<file path="config.mk">
export PLATFORM = sky130hd
export DESIGN_NAME = cic_capture32
export DESIGN_NICKNAME = d
export VERILOG_FILES = /design/src/core/cic_pkg.sv /design/src/core/cic_mem.sv /design/src/core/cic_capture32.sv
export SDC_FILE = /design/constraint.sdc
export NUM_CORES = 1
export LEC_CHECK = 0
export CAP_MARGIN = 20
export CORE_ASPECT_RATIO = 0.9
export CORE_MARGIN = 5
export CORE_UTILIZATION = 63
export CTS_BUF_LIST = sky130_fd_sc_hd__clkbuf_8 sky130_fd_sc_hd__clkbuf_16
export DETAILED_ROUTE_END_ITERATION = 12
export DONT_BUFFER_PORTS = 1
export PLACE_DENSITY = 0.88
export SYNTH_ARGS = -nofsm -noshare
export SYNTH_HDL_FRONTEND = slang
export SYNTH_SLANG_ARGS = --single-unit
</file>
<file path="constraint.sdc">
create_clock -name clk -period 2.6 [get_ports clk]
set_input_delay 0.13 -clock clk [delete_from_list [all_inputs] [get_ports clk]]
set_output_delay 0.13 -clock clk [all_outputs]
set_load 0.05 [all_outputs]
</file>
<file path="src/core/cic_pkg.sv">
// constants and types shared by the cascadable capture pair
package cic_pkg;
  localparam int CIC_DATA_W = 16;
  localparam int CIC_ADDR_W = 4;
  localparam int CIC_SYNC_W = 5;
  localparam int CIC_MODE_W = 3;
  localparam int CIC_STAT_W = 4;
  // register indices
  localparam logic [3:0] CIC_CTRL1_LOW = 4'h0;
  localparam logic [3:0] CIC_CTRL2_LOW = 4'h1;
  localparam logic [3:0] CIC_CTRL1_HIGH = 4'h2;
  localparam logic [3:0] CIC_CTRL2_HIGH = 4'h3;
  localparam logic [3:0] CIC_BUF_LOW = 4'h4;
  localparam logic [3:0] CIC_BUF_HIGH = 4'h5;
  localparam logic [3:0] CIC_STATUS = 4'h6;
  localparam logic [3:0] CIC_MASK = 4'h7;
  localparam logic [3:0] CIC_COUNT_LOW = 4'h8;
  localparam logic [3:0] CIC_COUNT_HIGH = 4'h9;
  // field positions
  localparam int CIC_CASC_BIT = 8;
  localparam int CIC_RBNE_BIT = 3;
  localparam int CIC_MODE_LSB = 0;
  localparam int CIC_SYNC_LSB = 0;
  // status bits
  localparam int CIC_ST_CAP_LOW = 0;
  localparam int CIC_ST_CAP_HIGH = 1;
  localparam int CIC_ST_OVF_LOW = 2;
  localparam int CIC_ST_OVF_HIGH = 3;
  // reset values and the count wrap point
  localparam logic [15:0] CIC_CNT_RST = 16'h0000;
  localparam logic [15:0] CIC_CNT_MAX = 16'hffff;
  localparam logic [2:0] CIC_MODE_OFF = 3'h0;
  localparam logic [4:0] CIC_SYNC_FREE = 5'h00;
  typedef enum logic [1:0] {
    CIC_HOLD = 2'b01,
    CIC_RUN = 2'b10
  } cic_run_t;
endpackage : cic_pkg

</file>
<file path="src/core/cic_mem.sv">
// small result memory with registered read data
`timescale 1ns/1ps
module cic_mem #(
  parameter int W = 16,
  parameter int DEPTH = 4,
  parameter int AW = 2
) (
  // clocking
  input wire logic clk,
  input wire logic ce,
  // write side
  input wire logic wr_en,
  input wire logic [AW-1:0] wr_addr,
  input wire logic [W-1:0] wr_data,
  // read side
  input wire logic [AW-1:0] rd_addr,
  output logic [W-1:0] rd_data
);
  logic [W-1:0] mem [DEPTH];

  always_ff @(posedge clk) begin
    if (ce) begin
      if (wr_en) begin
        mem[wr_addr] <= wr_data;
      end
      rd_data <= mem[rd_addr];
    end
  end
endmodule : cic_mem

</file>
<file path="src/core/cic_capture32.sv">
// two 16-bit input capture channels that can cascade into one 32-bit channel
// Functional notes
// RL1: by default each channel counts alone
// RL2: odd and even channels pair as one
// RL3: low channel gives low word, high upper
// RL4: low wrap increments the high count
// RL5: cascade only when both enable bits set
// RL6: software sets both channels' sources identically
// RL7: cascaded pair held reset until sync enabled
// RL8: software reads both buffers for 32 bits
// RL9: low not-empty flag means capture waiting
// RL10: both halves latched in one cycle
`timescale 1ns/1ps
module cic_capture32 import cic_pkg::*; #(
  parameter int DEPTH = 4,
  parameter int PTR_W = 2
) (
  // clock, reset, enable
  input wire logic clk,
  input wire logic sys_rst,
  input wire logic ce,
  // register port
  input wire logic [CIC_ADDR_W-1:0] addr,
  input wire logic [CIC_DATA_W-1:0] wdata,
  input wire logic wr_stb,
  input wire logic rd_stb,
  output logic [CIC_DATA_W-1:0] rdata,
  // capture and sync inputs
  input wire logic cap_low_in,
  input wire logic cap_high_in,
  input wire logic [(1<<CIC_SYNC_W)-1:0] sync_src,
  // interrupt
  output logic irq
);
  localparam logic [PTR_W:0] LVL_FULL = (PTR_W+1)'(DEPTH);
  localparam logic [PTR_W:0] LVL_ONE = (PTR_W+1)'(1);

  function automatic logic sync_ok(input logic [CIC_SYNC_W-1:0] sel,
                                   input logic [(1<<CIC_SYNC_W)-1:0] src);
    sync_ok = (sel == CIC_SYNC_FREE) || src[sel];
  endfunction : sync_ok

  function automatic logic wraps(input logic [CIC_DATA_W-1:0] c);
    wraps = (c == CIC_CNT_MAX);
  endfunction : wraps

  // ****************************************
  // configuration registers
  // ****************************************
  logic [CIC_MODE_W-1:0] mode [2], next_mode [2];
  logic [CIC_SYNC_W-1:0] sync_sel [2], next_sync_sel [2];
  logic casc [2], next_casc [2];
  logic [CIC_STAT_W-1:0] mask, next_mask;
  logic casc_act;

  assign casc_act = casc[0] & casc[1]; // RL2 RL5

  always_comb begin
    next_mode = mode;
    next_sync_sel = sync_sel;
    next_casc = casc;
    next_mask = mask;
    if (wr_stb) begin
      case (addr)
        CIC_CTRL1_LOW: next_mode[0] = wdata[CIC_MODE_LSB +: CIC_MODE_W];
        CIC_CTRL1_HIGH: next_mode[1] = wdata[CIC_MODE_LSB +: CIC_MODE_W];
        CIC_CTRL2_LOW: begin
          next_casc[0] = wdata[CIC_CASC_BIT];
          next_sync_sel[0] = wdata[CIC_SYNC_LSB +: CIC_SYNC_W];
        end
        CIC_CTRL2_HIGH: begin
          next_casc[1] = wdata[CIC_CASC_BIT];
          next_sync_sel[1] = wdata[CIC_SYNC_LSB +: CIC_SYNC_W];
        end
        CIC_MASK: next_mask = wdata[CIC_STAT_W-1:0];
        default: next_mask = mask;
      endcase
    end
  end

  always_ff @(posedge clk) begin
    if (sys_rst) begin
      mode <= '{CIC_MODE_OFF, CIC_MODE_OFF};
      sync_sel <= '{CIC_SYNC_FREE, CIC_SYNC_FREE};
      casc <= '{1'b0, 1'b0};
      mask <= '0;
    end else if (ce) begin
      mode <= next_mode;
      sync_sel <= next_sync_sel;
      casc <= next_casc;
      mask <= next_mask;
    end
  end

  // ****************************************
  // time bases and capture edges
  // ****************************************
  cic_run_t run [2], next_run [2];
  logic [CIC_DATA_W-1:0] cnt [2], next_cnt [2];
  logic cap_prev [2], next_cap_prev [2];
  logic go [2];
  logic edge_hit [2];
  logic push_req [2];

  always_comb begin
    // odd channel owns mode and sync for the pair; the even one follows
    go[0] = (mode[0] != CIC_MODE_OFF) && sync_ok(sync_sel[0], sync_src); // RL7
    go[1] = casc_act ? go[0] :
            ((mode[1] != CIC_MODE_OFF) && sync_ok(sync_sel[1], sync_src)); // RL1
    next_cap_prev[0] = cap_low_in;
    next_cap_prev[1] = cap_high_in;
    edge_hit[0] = cap_low_in & ~cap_prev[0];
    edge_hit[1] = cap_high_in & ~cap_prev[1];
    for (int i = 0; i < 2; i++) begin
      next_run[i] = go[i] ? CIC_RUN : CIC_HOLD;
      next_cnt[i] = CIC_CNT_RST;
    end
    push_req[0] = (run[0] == CIC_RUN) && edge_hit[0];
    // one edge on the low pin latches both halves together
    push_req[1] = casc_act ? push_req[0] : ((run[1] == CIC_RUN) && edge_hit[1]); // RL10
    case (run[0])
      CIC_RUN: next_cnt[0] = go[0] ? cnt[0] + 16'h0001 : CIC_CNT_RST;
      CIC_HOLD: next_cnt[0] = CIC_CNT_RST;
      default: next_cnt[0] = CIC_CNT_RST;
    endcase
    case (run[1])
      CIC_RUN: begin
        if (!go[1]) begin
          next_cnt[1] = CIC_CNT_RST;
        end else if (casc_act) begin
          next_cnt[1] = wraps(cnt[0]) ? cnt[1] + 16'h0001 : cnt[1]; // RL4
        end else begin
          next_cnt[1] = cnt[1] + 16'h0001; // RL1
        end
      end
      CIC_HOLD: next_cnt[1] = CIC_CNT_RST;
      default: next_cnt[1] = CIC_CNT_RST;
    endcase
  end

  always_ff @(posedge clk) begin
    if (sys_rst) begin
      run <= '{CIC_HOLD, CIC_HOLD};
      cnt <= '{CIC_CNT_RST, CIC_CNT_RST};
      cap_prev <= '{1'b0, 1'b0};
    end else if (ce) begin
      run <= next_run;
      cnt <= next_cnt;
      cap_prev <= next_cap_prev;
    end
  end

  // ****************************************
  // result buffers and status
  // ****************************************
  logic [PTR_W-1:0] wptr [2], next_wptr [2];
  logic [PTR_W-1:0] rptr [2], next_rptr [2];
  logic [PTR_W:0] level [2], next_level [2];
  logic [CIC_STAT_W-1:0] status, next_status;
  logic push [2];
  logic pop [2];
  logic [CIC_DATA_W-1:0] mem_q [2];

  always_comb begin
    next_wptr = wptr;
    next_rptr = rptr;
    next_level = level;
    next_status = status;
    if (rd_stb && addr == CIC_STATUS) begin
      next_status = '0;
    end
    for (int i = 0; i < 2; i++) begin
      push[i] = push_req[i] && (level[i] != LVL_FULL);
      pop[i] = rd_stb && (addr == (i == 0 ? CIC_BUF_LOW : CIC_BUF_HIGH))
               && (level[i] != '0);
      if (push[i]) begin
        next_wptr[i] = wptr[i] + 1'b1;
      end
      if (pop[i]) begin
        next_rptr[i] = rptr[i] + 1'b1;
      end
      if (push[i] && !pop[i]) begin
        next_level[i] = level[i] + LVL_ONE;
      end else if (pop[i] && !push[i]) begin
        next_level[i] = level[i] - LVL_ONE;
      end
    end
    // sets after the read clear so a same-cycle event survives
    if (push[0]) next_status[CIC_ST_CAP_LOW] = 1'b1;
    if (push[1]) next_status[CIC_ST_CAP_HIGH] = 1'b1;
    if (push_req[0] && !push[0]) next_status[CIC_ST_OVF_LOW] = 1'b1;
    if (push_req[1] && !push[1]) next_status[CIC_ST_OVF_HIGH] = 1'b1;
  end

  always_ff @(posedge clk) begin
    if (sys_rst) begin
      wptr <= '{'0, '0};
      rptr <= '{'0, '0};
      level <= '{'0, '0};
      status <= '0;
    end else if (ce) begin
      wptr <= next_wptr;
      rptr <= next_rptr;
      level <= next_level;
      status <= next_status;
    end
  end

  assign irq = |(status & mask);

  for (genvar g = 0; g < 2; g++) begin : g_buf
    // low memory holds the low word, high memory the upper word
    cic_mem #(.W(CIC_DATA_W), .DEPTH(DEPTH), .AW(PTR_W)) u_mem (
      .clk(clk),
      .ce(ce),
      .wr_en(push[g]),
      .wr_addr(wptr[g]),
      .wr_data(cnt[g]), // RL3
      .rd_addr(rptr[g]),
      .rd_data(mem_q[g])
    );
  end

  // ****************************************
  // read path
  // ****************************************
  logic [CIC_DATA_W-1:0] rd_reg, next_rd_reg;
  logic [1:0] rd_sel, next_rd_sel;

  always_comb begin
    next_rd_reg = '0;
    next_rd_sel = 2'h0;
    if (rd_stb) begin
      next_rd_sel = 2'h1;
      case (addr)
        CIC_CTRL1_LOW: begin
          next_rd_reg[CIC_MODE_LSB +: CIC_MODE_W] = mode[0];
          next_rd_reg[CIC_RBNE_BIT] = (level[0] != '0); // RL9
        end
        CIC_CTRL1_HIGH: begin
          next_rd_reg[CIC_MODE_LSB +: CIC_MODE_W] = mode[1];
          next_rd_reg[CIC_RBNE_BIT] = (level[1] != '0);
        end
        CIC_CTRL2_LOW: begin
          next_rd_reg[CIC_CASC_BIT] = casc[0];
          next_rd_reg[CIC_SYNC_LSB +: CIC_SYNC_W] = sync_sel[0];
        end
        CIC_CTRL2_HIGH: begin
          next_rd_reg[CIC_CASC_BIT] = casc[1];
          next_rd_reg[CIC_SYNC_LSB +: CIC_SYNC_W] = sync_sel[1];
        end
        CIC_BUF_LOW: next_rd_sel = (level[0] != '0) ? 2'h2 : 2'h1;
        CIC_BUF_HIGH: next_rd_sel = (level[1] != '0) ? 2'h3 : 2'h1;
        CIC_STATUS: next_rd_reg[CIC_STAT_W-1:0] = status;
        CIC_MASK: next_rd_reg[CIC_STAT_W-1:0] = mask;
        CIC_COUNT_LOW: next_rd_reg = cnt[0];
        CIC_COUNT_HIGH: next_rd_reg = cnt[1];
        default: next_rd_reg = '0;
      endcase
    end
  end

  always_ff @(posedge clk) begin
    if (sys_rst) begin
      rd_reg <= '0;
      rd_sel <= 2'h0;
    end else if (ce) begin
      rd_reg <= next_rd_reg;
      rd_sel <= next_rd_sel;
    end
  end

  // empty buffer reads as zero; answer stands only the cycle after the strobe
  assign rdata = (rd_sel == 2'h2) ? mem_q[0] : (rd_sel == 2'h3) ? mem_q[1] :
                 (rd_sel == 2'h1) ? rd_reg : '0;
endmodule : cic_capture32

</file>
# After elaboration in Yosys (flattened, before gate mapping)
# Memories as Yosys holds them, arrays and structs flattened. A register that Yosys moved wholly into a read port is not among the register bits.
# Cells that the tools add are included.
# W data, S select, Z words.
# classes
add_sub_neg	10
magnitude_cmp	2
n_eq_ne	18
n_mux	42
bitwise	6
n_reduce_logical	53
# op_table
operator	count
$mux W16	10
$add A16 B1 Y16 const B	2
$pmux W4 S8	1
$reduce_and A2 Y1	11
$logic_and A1 B1 Y1	17
$eq A16 B16 Y1 const B	1
$eq A4 B3 Y1 const B	4
$reduce_and A3 Y1	5
$mux W1	14
$pmux W7 S2	1
$lt A5 B6 Y1 const B	2
$mux W3	4
$reduce_bool A2 Y1	6
$reduce_bool A3 Y1	4
$bmux W1 S5	2
$logic_not A5 Y1	2
$mux W2	5
$add A2 B1 Y2 const B	4
$eq A2 B2 Y1 const B	4
$eq A4 B2 Y1 const B	2
$eq A4 B4 Y1 const B	2
$pmux W1 S4	2
$add A3 B1 Y3 const B	2
$ne A3 B3 Y1 const B	2
other kinds (14)	22
# word_totals
regBits	96
ramBits	128
input_bits	59
output_inout_bits	17
mem_count	2
# mem_list
memory	depth	width	read_ports	rd_clocked_by_memory_dff	wr	line_no	rtl
g_buf[0].u_mem.mem	4	16	1	1	1	cic_mem.sv:19	logic [W-1:0] mem [DEPTH];
g_buf[1].u_mem.mem	4	16	1	1	1	cic_mem.sv:19	

# Logic depth before layout (Yosys ltp)
# Gate-level depths: netlist of the first run.
# depth
depth_word	9
ltp_mapped	12
mapped_depth_nobuf	11

# By module
# Synthesis of the first run repeated with hierarchy kept, for this count alone.
# unflattened
hier_cells	886
hier_area_um2	11329.6
# by_module_without_submodules
mod	instances	cells_per_inst	area_each_um2	seq_area_each_um2
cic_mem	2	104	2865.2	2402.3
cic_capture32	1	678	5599.1	1921.8

# Worst setup path before layout of the first run
# OpenSTA, ideal clock, no wires.
# synth_timing
path_type	register -> register
startpoint	register sync_sel[6] in the netlist's numbering
endpoint	register cnt[19] in the netlist's numbering
setup_time_ns	0.117
arrival_time_ns	2.219
t_required_ns	2.483
path_slack_ns	0.265
path_stages_with_launch	10
path_buffers	3
period_less_slack_ns	2.335
cell_sequence	dfxtp_1 buf_6 mux4_2 a22o_1 o31ai_2 nor4_4 and2_4 buf_6 buf_6 a22o_1
# synth_between
elab_chain_cells	6
elab_cells_between_ends	7
cone_classes	mux: 4; reduce/logical: 3
# synth_rtl
item	line_no	rtl
from (decl)	cic_capture32.sv:51	logic [CIC_SYNC_W-1:0] sync_sel [2], next_sync_sel [2];
from (signal assigned)	cic_capture32.sv:84	sync_sel <= '{CIC_SYNC_FREE, CIC_SYNC_FREE};
from (signal assigned)	cic_capture32.sv:89	sync_sel <= next_sync_sel;
$bmux W1 S5	cic_capture32.sv:40	sync_ok = (sel == CIC_SYNC_FREE) || src[sel];
$mux W1 (implied by the code)	cic_capture32.sv:40	
$logic_or A1 B1 Y1 (*)	cic_capture32.sv:40	
$logic_and A1 B1 Y1 (*)	cic_capture32.sv:107	go[0] = (mode[0] != CIC_MODE_OFF) && sync_ok(sync_sel[0], sync_src);
$mux W16 (*)	cic_capture32.sv:122	CIC_RUN: next_cnt[0] = go[0] ? cnt[0] + 16'h0001 : CIC_CNT_RST;
$mux W16 (*)	cic_capture32.sv:121	case (run[0])
to (signal assigned)	cic_capture32.sv:144	cnt <= '{CIC_CNT_RST, CIC_CNT_RST};
to (signal assigned)	cic_capture32.sv:148	cnt <= next_cnt;
to (decl)	cic_capture32.sv:99	logic [CIC_DATA_W-1:0] cnt [2], next_cnt [2];
# Mark *: on every way between the ends. The rest lies on a longest branch, timed or not. The select of a mux whose other input is x is not followed.
# A chain may end at the register's enable or synchronous reset.

# Worst setup path after layout of the first run
# layout_timing
startpoint	register sync_sel[6] in the netlist's numbering
endpoint	register cnt[10] in the netlist's numbering
# layout_between
elab_chain_cells	7
elab_cells_between_ends	10
cone_classes	eq/ne: 1; mux: 5; reduce/logical: 4
# layout_rtl
item	line_no	rtl
$bmux W1 S5	cic_capture32.sv:40	
$mux W1 (implied by the code)	cic_capture32.sv:40	
$logic_or A1 B1 Y1 (*)	cic_capture32.sv:40	
$logic_and A1 B1 Y1 (*)	cic_capture32.sv:107	
$mux W1 (*)	cic_capture32.sv:108	go[1] = casc_act ? go[0] :
$ne A4 B3 Y1 (no source line) or $mux W16 (tied branches)	-	
$reduce_and A2 Y1 (no source line) or $mux W16 (tied branches)	-	
# Marks and branches as above.

==> results of run 1 <==
routing by layer:
layer  share of wire (%)  GRT usage [%]  vias up
met1                  37           34.9     3759
met3                  10           5.76       92
met5               0.074              0        -
met4                 4.5           11.0        2
met2                  48           45.2      487
li1                    -              -     3441
Yosys cell counts (18+ instances only):
| cell | n | area, um2 |
|---|---|---|
| a21oi_1 | 36 | 180 |
| a22o_1 | 18 | 158 |
| a22oi_1 | 18 | 135 |
| a31oi_1 | 19 | 119 |
| clkbuf_1 | 36 | 135 |
| dfxtp_1 | 96 | 1920 |
| edfxtp_1 | 160 | 4800 |
| mux2_2 | 19 | 214 |
| mux2i_1 | 44 | 440 |
| mux4_2 | 43 | 968 |
| nand2_1 | 49 | 184 |
| nand3_1 | 24 | 120 |
| nor2_1 | 107 | 402 |
critical path, cell delays in order, from the launching register on:
cell	delay, ns
dfxtp_2	0.35
buf_4	0.16
mux2i_1	0.13
a211oi_2	0.31
o32ai_4	0.16
or4_4	0.53
a21oi_4	0.28
buf_6	0.20
nand4_1	0.10
a31oi_1	0.17
where the power goes:
group          switching [W]  internal (W)
logic               0.000135     0.0000976
clock network        0.00155       0.00226
registers          0.0000172       0.00430
logic make-up after synthesis:
| group | count (synthesis) | share of synthesized area, % |
|---|---|---|
| AOI/OAI and AO/OA | 139 | 8.81 |
| xor gates and xnor gates | 18 | 1.39 |
| adders and majority gates | 14 | 1.67 |
| buffers and inverters | 64 | 2.46 |
| DFF | 256 | 59.2 |
| muxes | 109 | 14.8 |
| and+or+nand+nor | 274 | 11.7 |
how the worst max path moves through the flow:
stage               to  cells after the start
2_1_floorplan  cnt[19]                      9
3_3_place_gp   cnt[15]                      8
3_5_place_dp   cnt[15]                      8
4_1_cts        cnt[12]                      9
5_1_grt        cnt[10]                      9
6_report       cnt[10]                      9
layout make-up:
cell class	instances	area (um2)	area share, %
Clock buffer	31	753	5.73
Multi-Input combinational cell	554	4380	33.3
Tap cell	240	300	2.28
Inverter	15	56.3	0.428
Sequential cell	256	6730	51.1
Clock inverter	17	139	1.06
Timing Repair Buffer	84	797	6.06
stage by stage:
| step | hold slack (ns) | util, % | area [um2] |
|---|---|---|---|
| 4_1_cts | 0.00148 | 74.4 | 13100 |
| 6_report | 0.00914 | 74.5 | 13200 |
| 2_1_floorplan | 0.242 | - | 11400 |
| 5_1_grt | 0.0341 | 74.5 | 13200 |
| 3_3_place_gp | 0.211 | 67.9 | 12000 |
| 3_5_place_dp | 0.216 | 67.9 | 12000 |
placed cells by master, fill, tap and decap left out, types with 15 or more instances in the layout:
| cell type | Yosys | final |
|---|---|---|
| nand2_1 | 49 | 49 |
| inv_1 | 15 | 20 |
| dfxtp_1 | 96 | 94 |
| a21oi_1 | 36 | 36 |
| mux2_2 | 19 | 19 |
| clkbuf_16 | 0 | 29 |
| buf_4 | 1 | 56 |
| a22o_1 | 18 | 18 |
| nor3_1 | 16 | 15 |
| a31oi_1 | 19 | 19 |
| dlygate4sd3_1 | 0 | 19 |
| nand3_1 | 24 | 24 |
| a22oi_1 | 18 | 18 |
| nor2_1 | 107 | 107 |
| mux2i_1 | 44 | 44 |
| edfxtp_1 | 160 | 160 |
| mux4_2 | 43 | 43 |
repair_timing:
| item | CTS | global route |
|---|---|---|
| hold buffers | 21 | 0 |
| endpoints found under the setup margin | 0 | 15 |
| resized for setup | 0 | 5 |
| hold endpoints to repair | 111 | 0 |
==> summary.log, run 1 <==
INFO  yosys          synth-async-reset-ratio=0%
INFO  timing         fin_crit_sh=95.3%
INFO  timing         slew_headroom=40.4%
INFO  clocking       h-tree-depth=1
INFO  final_layout   number_of_flip_flops_under_the_largest_register_name=128
INFO  yosys          post_synth_num_cell_types=69
INFO  placed_design  place_ws=0.0603ns
INFO  timing         timing.final.setup_violations=0
INFO  hold_path      min_delay_worst_endpoint=rptr[2]
INFO  yosys          post_synth.cell_area_avg=13.0um2
INFO  timing         finalClockSkew=0.00907ns
INFO  yosys          synth-seq-area-share=59.2%
INFO  timing         drv_slew=0
INFO  worst_setup_path worst-endpoint-required=3.05ns
INFO  hold_path      min-delay-start=ce
INFO  hold_path      hold_path.class=input pin to flop
INFO  worst_setup_path worst_reg2reg_path_endpoint=cnt[10]
INFO  final_layout   fill_cells=1036
INFO  worst_setup_path kind_of_critical_path=flop to flop
INFO  clocking       cts.repair_timing.setup_buffer_count=0
INFO  detailed_routing dr_total_vias=7781
INFO  yosys          synthFlopType=edfxtp_1
INFO  floorplanning  starting_density_of_the_core=64.4%
INFO  final_layout   area.growth.synth_to_final=15.7%
INFO  floorplanning  coreArea=17700um2
INFO  floorplanning  die-area=20800um2
INFO  clocking       cts.clk_slew.worst_paths=0.06ns
INFO  clocking       tritoncts=yes
INFO  worst_setup_path crit_path_max_fanout=13
INFO  global_route   number_of_global_route_vias_before_repair=7943
INFO  final_layout   largest_registers=g_buf.u_mem.mem x128, cnt x32, g_buf.u_mem.rd_data x32
INFO  yosys          synth_enable_flop_cells=160
INFO  final_layout   cell_count_final_fillers_out=1197
INFO  final_layout   antenna-diode-count=0
INFO  final_layout   registers.top_by_ff_count=g_buf.u_mem.mem
INFO  timing         max_clock_freq=403MHz
INFO  detailed_routing drtIter0Drc=813
INFO  detailed_routing detail-route-antenna-nets=0
INFO  final_layout   drive_gt1_share=19.0%
INFO  final_layout   num-nets-final=1010
INFO  timing         fin_setup_tns=0ns
INFO  placed_design  dpl.hpwl=16900um
INFO  clocking       clk_path_buf_depth=3
INFO  hold_path      hold_depth=3
INFO  detailed_routing viasPerCell=6.50
INFO  floorplanning  row_count=46
INFO  yosys          netlist_instances=874
INFO  worst_setup_path timing.critical_path.from_type=flop
INFO  pwr            pwr_density_cell=635nW/um2
INFO  global_route   track_usage=27.1%
INFO  yosys          synthesis.yosys.warnings=0
INFO  pwr            p_leak=4.50nW
INFO  floorplanning  die-height=137um
INFO  clocking       cts.sink_count=256
INFO  worst_setup_path cp_data_arrival_time=2.93ns
INFO  flow_run       drv.max_cap_violation_count=0
INFO  global_route   first_pass_grt_wire_length=43300um
INFO  clocking       clk_latency=0.53ns
INFO  timing         grt_setup_unrepaired=false
INFO  timing         hold_viol_final=0
INFO  timing         worst_slew_pin_slew=0.893ns
INFO  global_route   overflow=0
INFO  worst_setup_path setup.worst_path.end_class=flop
INFO  detailed_routing drt-wirelength-per-cell=22.7um
INFO  worst_setup_path worstRegToRegCells=9
INFO  worst_setup_path rr_startpoint=sync_sel[6]
INFO  yosys          netlist_area=11400um2
INFO  yosys          syn-num-nets=947
INFO  timing         period_needed=2.48ns
INFO  detailed_routing drt_pass1_iterations=6
INFO  placed_design  placed_cells=1128
INFO  clocking       number_of_buffers_created_by_cts=26
INFO  yosys          post_synthesis_sequential_element_count=256
INFO  floorplanning  fp.dieW=152um
INFO  clocking       clk_root_buffer_cell=clkbuf_16
INFO  detailed_routing route.final.wire_length=27200um
INFO  worst_setup_path reg2reg_setup_slack=0.12ns
INFO  status         outcome=finished clean
INFO  global_route   maximum_number_of_pins_on_one_net_before_global_route_repair=74
INFO  global_route   grt_antenna_before_repair=1
INFO  pwr            worst_vdd_rail_ir_drop=0.000566V
INFO  detailed_routing route.detailed.drc=0
INFO  placed_design  place_congestion=0.869
INFO  pwr            total_power=0.00835W
INFO  placed_design  port_buffers=0
INFO  worst_setup_path cp-startpoint=sync_sel[6]
INFO  timing         setup_slack=0.121ns
INFO  floorplanning  floorplan.io_pins=76
(Power assumes the default switching activity.)
==> run 2: changes to the inputs <==
--- a/config.mk
+++ b/config.mk
@@ -10,9 +10,11 @@
 export CORE_MARGIN = 5
 export CORE_UTILIZATION = 63
 export CTS_BUF_LIST = sky130_fd_sc_hd__clkbuf_8 sky130_fd_sc_hd__clkbuf_16
+export CTS_CLUSTER_SIZE = 14
 export DETAILED_ROUTE_END_ITERATION = 12
 export DONT_BUFFER_PORTS = 1
 export PLACE_DENSITY = 0.88
 export SYNTH_ARGS = -nofsm -noshare
 export SYNTH_HDL_FRONTEND = slang
+export SYNTH_HIERARCHICAL = 1
 export SYNTH_SLANG_ARGS = --single-unit
==> run 2 against run 1 <==
Net effect: the run now ends with setup timing left; combinational power decreased by 9.9%; area after synthesis decreased by 0.36%; critical path type unchanged; final cell count about the same; worst hold slack improved by 0.0054 ns.
==> summary.log, run 2 <==
INFO  yosys          netlist_area=11300um2 [was 11400 um2]
INFO  worst_setup_path worst-endpoint-required=2.98ns [was 3.05 ns]
INFO  placed_design  placedInstanceArea=12000um2 [about the same]
INFO  worst_setup_path worst_reg2reg_path_endpoint=cnt[11] [was cnt[10]]
INFO  detailed_routing detail-route-antenna-nets=0 [unchanged]
INFO  global_route   track_usage=27.1% [about the same]
INFO  yosys          synthFlopType=edfxtp_1 [unchanged]
INFO  timing         timing.final.setup_violations=1 [was 0]
INFO  yosys          synthesis.yosys.warnings=6 [was 0]
INFO  yosys          synth_top_area_cell=edfxtp_1 [unchanged]
INFO  detailed_routing viasPerCell=6.68 [was 6.50]
INFO  pwr            worst_vdd_rail_ir_drop=0.000461V [was 0.000566 V]
INFO  yosys          synthTopCellsByArea=edfxtp_1 (42%), dfxtp_1 (17%), mux4_2 (6.4%) [was edfxtp_1 (42%), dfxtp_1 (17%), mux4_2 (8.5%)]
INFO  clocking       clk_root_buffer_cell=clkbuf_16 [unchanged]
INFO  final_layout   registers.top_by_ff_count=g_buf.u_mem/mem [was g_buf.u_mem.mem]
INFO  yosys          post_synth_num_cell_types=60 [was 69]
INFO  worst_setup_path setup.worst_path.end_class=flop [unchanged]
INFO  timing         finalClockSkew=0.0124ns [was 0.00907 ns]
INFO  timing         worst_slew_pin_slew=0.919ns [was 0.893 ns]
INFO  pwr            pwr_density_cell=614nW/um2 [was 635 nW/um2]
INFO  worst_setup_path reg2reg_setup_slack=-0.03ns [was 0.12 ns]
INFO  worst_setup_path timing.critical_path.from_type=flop [unchanged]
INFO  yosys          post_synthesis_sequential_element_count=256 [unchanged]
INFO  yosys          netlist_instances=886 [was 874]
INFO  floorplanning  coreArea=17700um2 [unchanged]
INFO  detailed_routing drtIter0Drc=1021 [was 813]
INFO  detailed_routing drt-wirelength-per-cell=23.0um [was 22.7 um]
INFO  hold_path      hold_path.class=input pin to flop [unchanged]
INFO  timing         drv_slew=0 [unchanged]
INFO  worst_setup_path path_cells=mux2_4 > mux4_2 > a221o_1 > and4_4 > a32o_2 > buf_6 > a31oi_2 > mux2i_1 [was buf_4 > mux2i_1 > a211oi_2 > o32ai_4 > or4_4 > a21oi_4 > buf_6 > nand4_1 > a31oi_1]
INFO  status         failing_checks=setup timing
INFO  timing         fin_setup_tns=-0.0333ns [was 0 ns]
INFO  clocking       clk_path_buf_depth=3 [unchanged]
INFO  detailed_routing wl_met1=10700um [was 10100 um]
INFO  timing         holdWs=0.0145ns [was 0.00914 ns]
INFO  clocking       h-tree-depth=1 [unchanged]
INFO  timing         setup_slack=-0.0333ns [was 0.121 ns]
INFO  yosys          synth_enable_flop_cells=160 [unchanged]
INFO  placed_design  place_ws=-0.223ns [was 0.0603 ns]
INFO  detailed_routing drt_pass1_iterations=6 [unchanged]
INFO  timing         grt_setup_unrepaired=true [was false]
INFO  placed_design  place_congestion=0.857 [was 0.869]
INFO  yosys          synth-async-reset-ratio=0% [unchanged]
INFO  yosys          syn-num-nets=951 [was 947]
INFO  worst_setup_path worstRegToRegCells=8 [was 9]
INFO  clocking       number_of_buffers_created_by_cts=25 [was 26]
INFO  final_layout   commonest_cells_after_routing_fill_and_taps_aside=edfxtp_1 (160), nor2_1 (100), dfxtp_1 (93) [was edfxtp_1 (160), nor2_1 (107), dfxtp_1 (94)]
INFO  timing         fin_crit_sh=101% [was 95.3%]
INFO  detailed_routing route.detailed.drc=0 [unchanged]
INFO  final_layout   antenna-diode-count=0 [unchanged]
INFO  final_layout   final_area=13100um2 [was 13200 um2]
INFO  worst_setup_path critical-path-slowest-cell=mux4_2 [was or4_4]
INFO  worst_setup_path cp_slowest_stage_delay=0.47ns [was 0.53 ns]
INFO  yosys          synth.most_common_cell=edfxtp_1 [unchanged]
INFO  floorplanning  starting_density_of_the_core=64.1% [was 64.4%]
INFO  global_route   first_pass_grt_wire_length=43300um [about the same]
INFO  detailed_routing dr_total_vias=7997 [was 7781]
INFO  global_route   overflow=0 [unchanged]
INFO  floorplanning  die-area=20800um2 [about the same]
INFO  final_layout   drive_gt1_share=18.2% [was 19.0%]
INFO  final_layout   largest_registers=g_buf.u_mem/mem x128, cnt x32, g_buf.u_mem/rd_data x32 [was g_buf.u_mem.mem x128, cnt x32, g_buf.u_mem.rd_data x32]
INFO  worst_setup_path cp_data_arrival_time=3.01ns [was 2.93 ns]
INFO  yosys          post_synth.cell_area_avg=12.8um2 [was 13.0 um2]
INFO  final_layout   number_of_flip_flops_under_the_largest_register_name=128 [unchanged]
INFO  floorplanning  die-height=137um [about the same]
INFO  hold_path      hold_depth=4 [was 3]
INFO  clocking       tritoncts=yes [unchanged]
INFO  floorplanning  floorplan.io_pins=76 [unchanged]
INFO  floorplanning  row_count=46 [unchanged]
INFO  yosys          synth_common_cells=edfxtp_1 (160), nor2_1 (101), dfxtp_1 (96), nand2_1 (69), nand3_1 (41) [was edfxtp_1 (160), nor2_1 (107), dfxtp_1 (96), nand2_1 (49), mux2i_1 (44)]
INFO  detailed_routing met2RoutedLength=13000um [was 13100 um]
INFO  timing         max_clock_freq=380MHz [was 403 MHz]
INFO  clocking       cts.clk_slew.worst_paths=0.06ns [about the same]
INFO  status         outcome=finished, violations left [was finished clean]
INFO  timing         period_needed=2.63ns [was 2.48 ns]
INFO  hold_path      min-delay-start=addr[0] [was ce]
INFO  final_layout   area.growth.synth_to_final=15.4% [was 15.7%]
INFO  final_layout   cell_count_final_fillers_out=1198 [was 1197]
INFO  worst_setup_path kind_of_critical_path=flop to flop [unchanged]
INFO  detailed_routing topRoutingLayerUsed=met4 [was met5]
INFO  hold_path      min_delay_worst_endpoint=mask[2] [was rptr[2]]
INFO  floorplanning  fp.dieW=151um [was 152 um]
INFO  detailed_routing route.final.wire_length=27500um [was 27200 um]
INFO  worst_setup_path rr_startpoint=sync_sel[6] [unchanged]
INFO  pwr            p_leak=4.34nW [was 4.50 nW]
INFO  timing         slew_headroom=38.7% [was 40.4%]
INFO  worst_setup_path crit_path_max_fanout=11 [was 13]
INFO  global_route   number_of_global_route_vias_before_repair=7677 [was 7943]
INFO  placed_design  dpl.hpwl=16900um [about the same]
INFO  clocking       clk_latency=0.52ns [was 0.53 ns]
INFO  global_route   grt_antenna_before_repair=0 [was 1]
INFO  final_layout   num-nets-final=1005 [was 1010]
INFO  global_route   maximum_number_of_pins_on_one_net_before_global_route_repair=68 [was 74]
INFO  placed_design  placed_cells=1131 [was 1128]
INFO  detailed_routing wl_met3=2730um [was 2720 um]
INFO  timing         hold_viol_final=0 [unchanged]
INFO  placed_design  port_buffers=0 [unchanged]
INFO  final_layout   layout_commonest_cell=edfxtp_1 [unchanged]
INFO  flow_run       drv.max_cap_violation_count=0 [unchanged]
INFO  yosys          synth-seq-area-share=59.4% [was 59.2%]
INFO  yosys          synth_top_cell_area_share=42.4% [was 42.3%]
INFO  clocking       cts.sink_count=256 [unchanged]
## run 2: cells by family (layout without fill, tap and decap cells)
family,count (synthesis),in the layout,synth area share [%]
fa+ha+maj,6,6,0.795
compound gates,135,135,8.30
xor+xnor,21,21,1.62
simple gates,298,298,12.6
buf+inv,70,142,2.94
flops,256,256,59.4
mux,100,100,14.3
## run 2: layer usage
layer | GRT usage, % | up-vias
li1 | - | 3474
met1 | 38.3 | 3895
met2 | 42.9 | 516
met3 | 4.97 | 112
met4 | 9.01 | 0
met5 | 0 | -
## run 2: report_power, final
| group | total [W] | internal, W | switching (W) | leakage (nW) |
|---|---|---|---|---|
| clock | 0.00351 | 0.00206 | 0.00145 | 0.418 |
| sequential | 0.00431 | 0.00429 | 0.0000155 | 2.17 |
| combinational | 0.000210 | 0.0000855 | 0.000124 | 1.75 |
| total | 0.00803 | 0.00644 | 0.00159 | 4.34 |
## run 2: final cells by class
class                           instances  area, um2
Fill cell                            1029       4590
Clock buffer                           28        678
Clock inverter                         17        131
Multi-Input combinational cell        560       4360
Inverter                               14       52.6
Sequential cell                       256       6730
Timing Repair Buffer                   83        828
Tap cell                              240        300
## run 2: how the worst max path moves through the flow
stage | startpoint | to | cells past startpoint
final | sync_sel[6] | cnt[11] | 8
after floorplan | sync_sel[6] | cnt[15] | 7
after detailed placement | sync_sel[6] | cnt[1] | 8
after CTS | sync_sel[6] | cnt[10] | 8
after global placement | sync_sel[6] | cnt[1] | 8
after global routing | sync_sel[6] | cnt[11] | 8
## run 2: critical path: cells and delay by family, from the launching register on
| kind | cells | cell delay [ns] |
|---|---|---|
| simple gates | 1 | 0.18 |
| mux | 3 | 0.91 |
| buf+inv | 1 | 0.16 |
| compound gates | 3 | 0.84 |
| flops | 1 | 0.40 |
## run 2: metrics by stage
stage | power [W] | utilization (%)
finish | 0.00803 | 74.0
global route | 0.00825 | 74.0
CTS | 0.00806 | 73.7
detailed placement | 0.00452 | 67.6
global placement | 0.00452 | 67.6
floorplan | 0.00451 | -
## run 2: repair_timing
item / CTS / global route
hold buffers: 20 / 0
pin swaps: 1 / 6
resized for setup: 6 / 10
setup buffers: 1 / 1
hold endpoints to repair: 100 / 0
setup endpoints to repair: 22 / 11
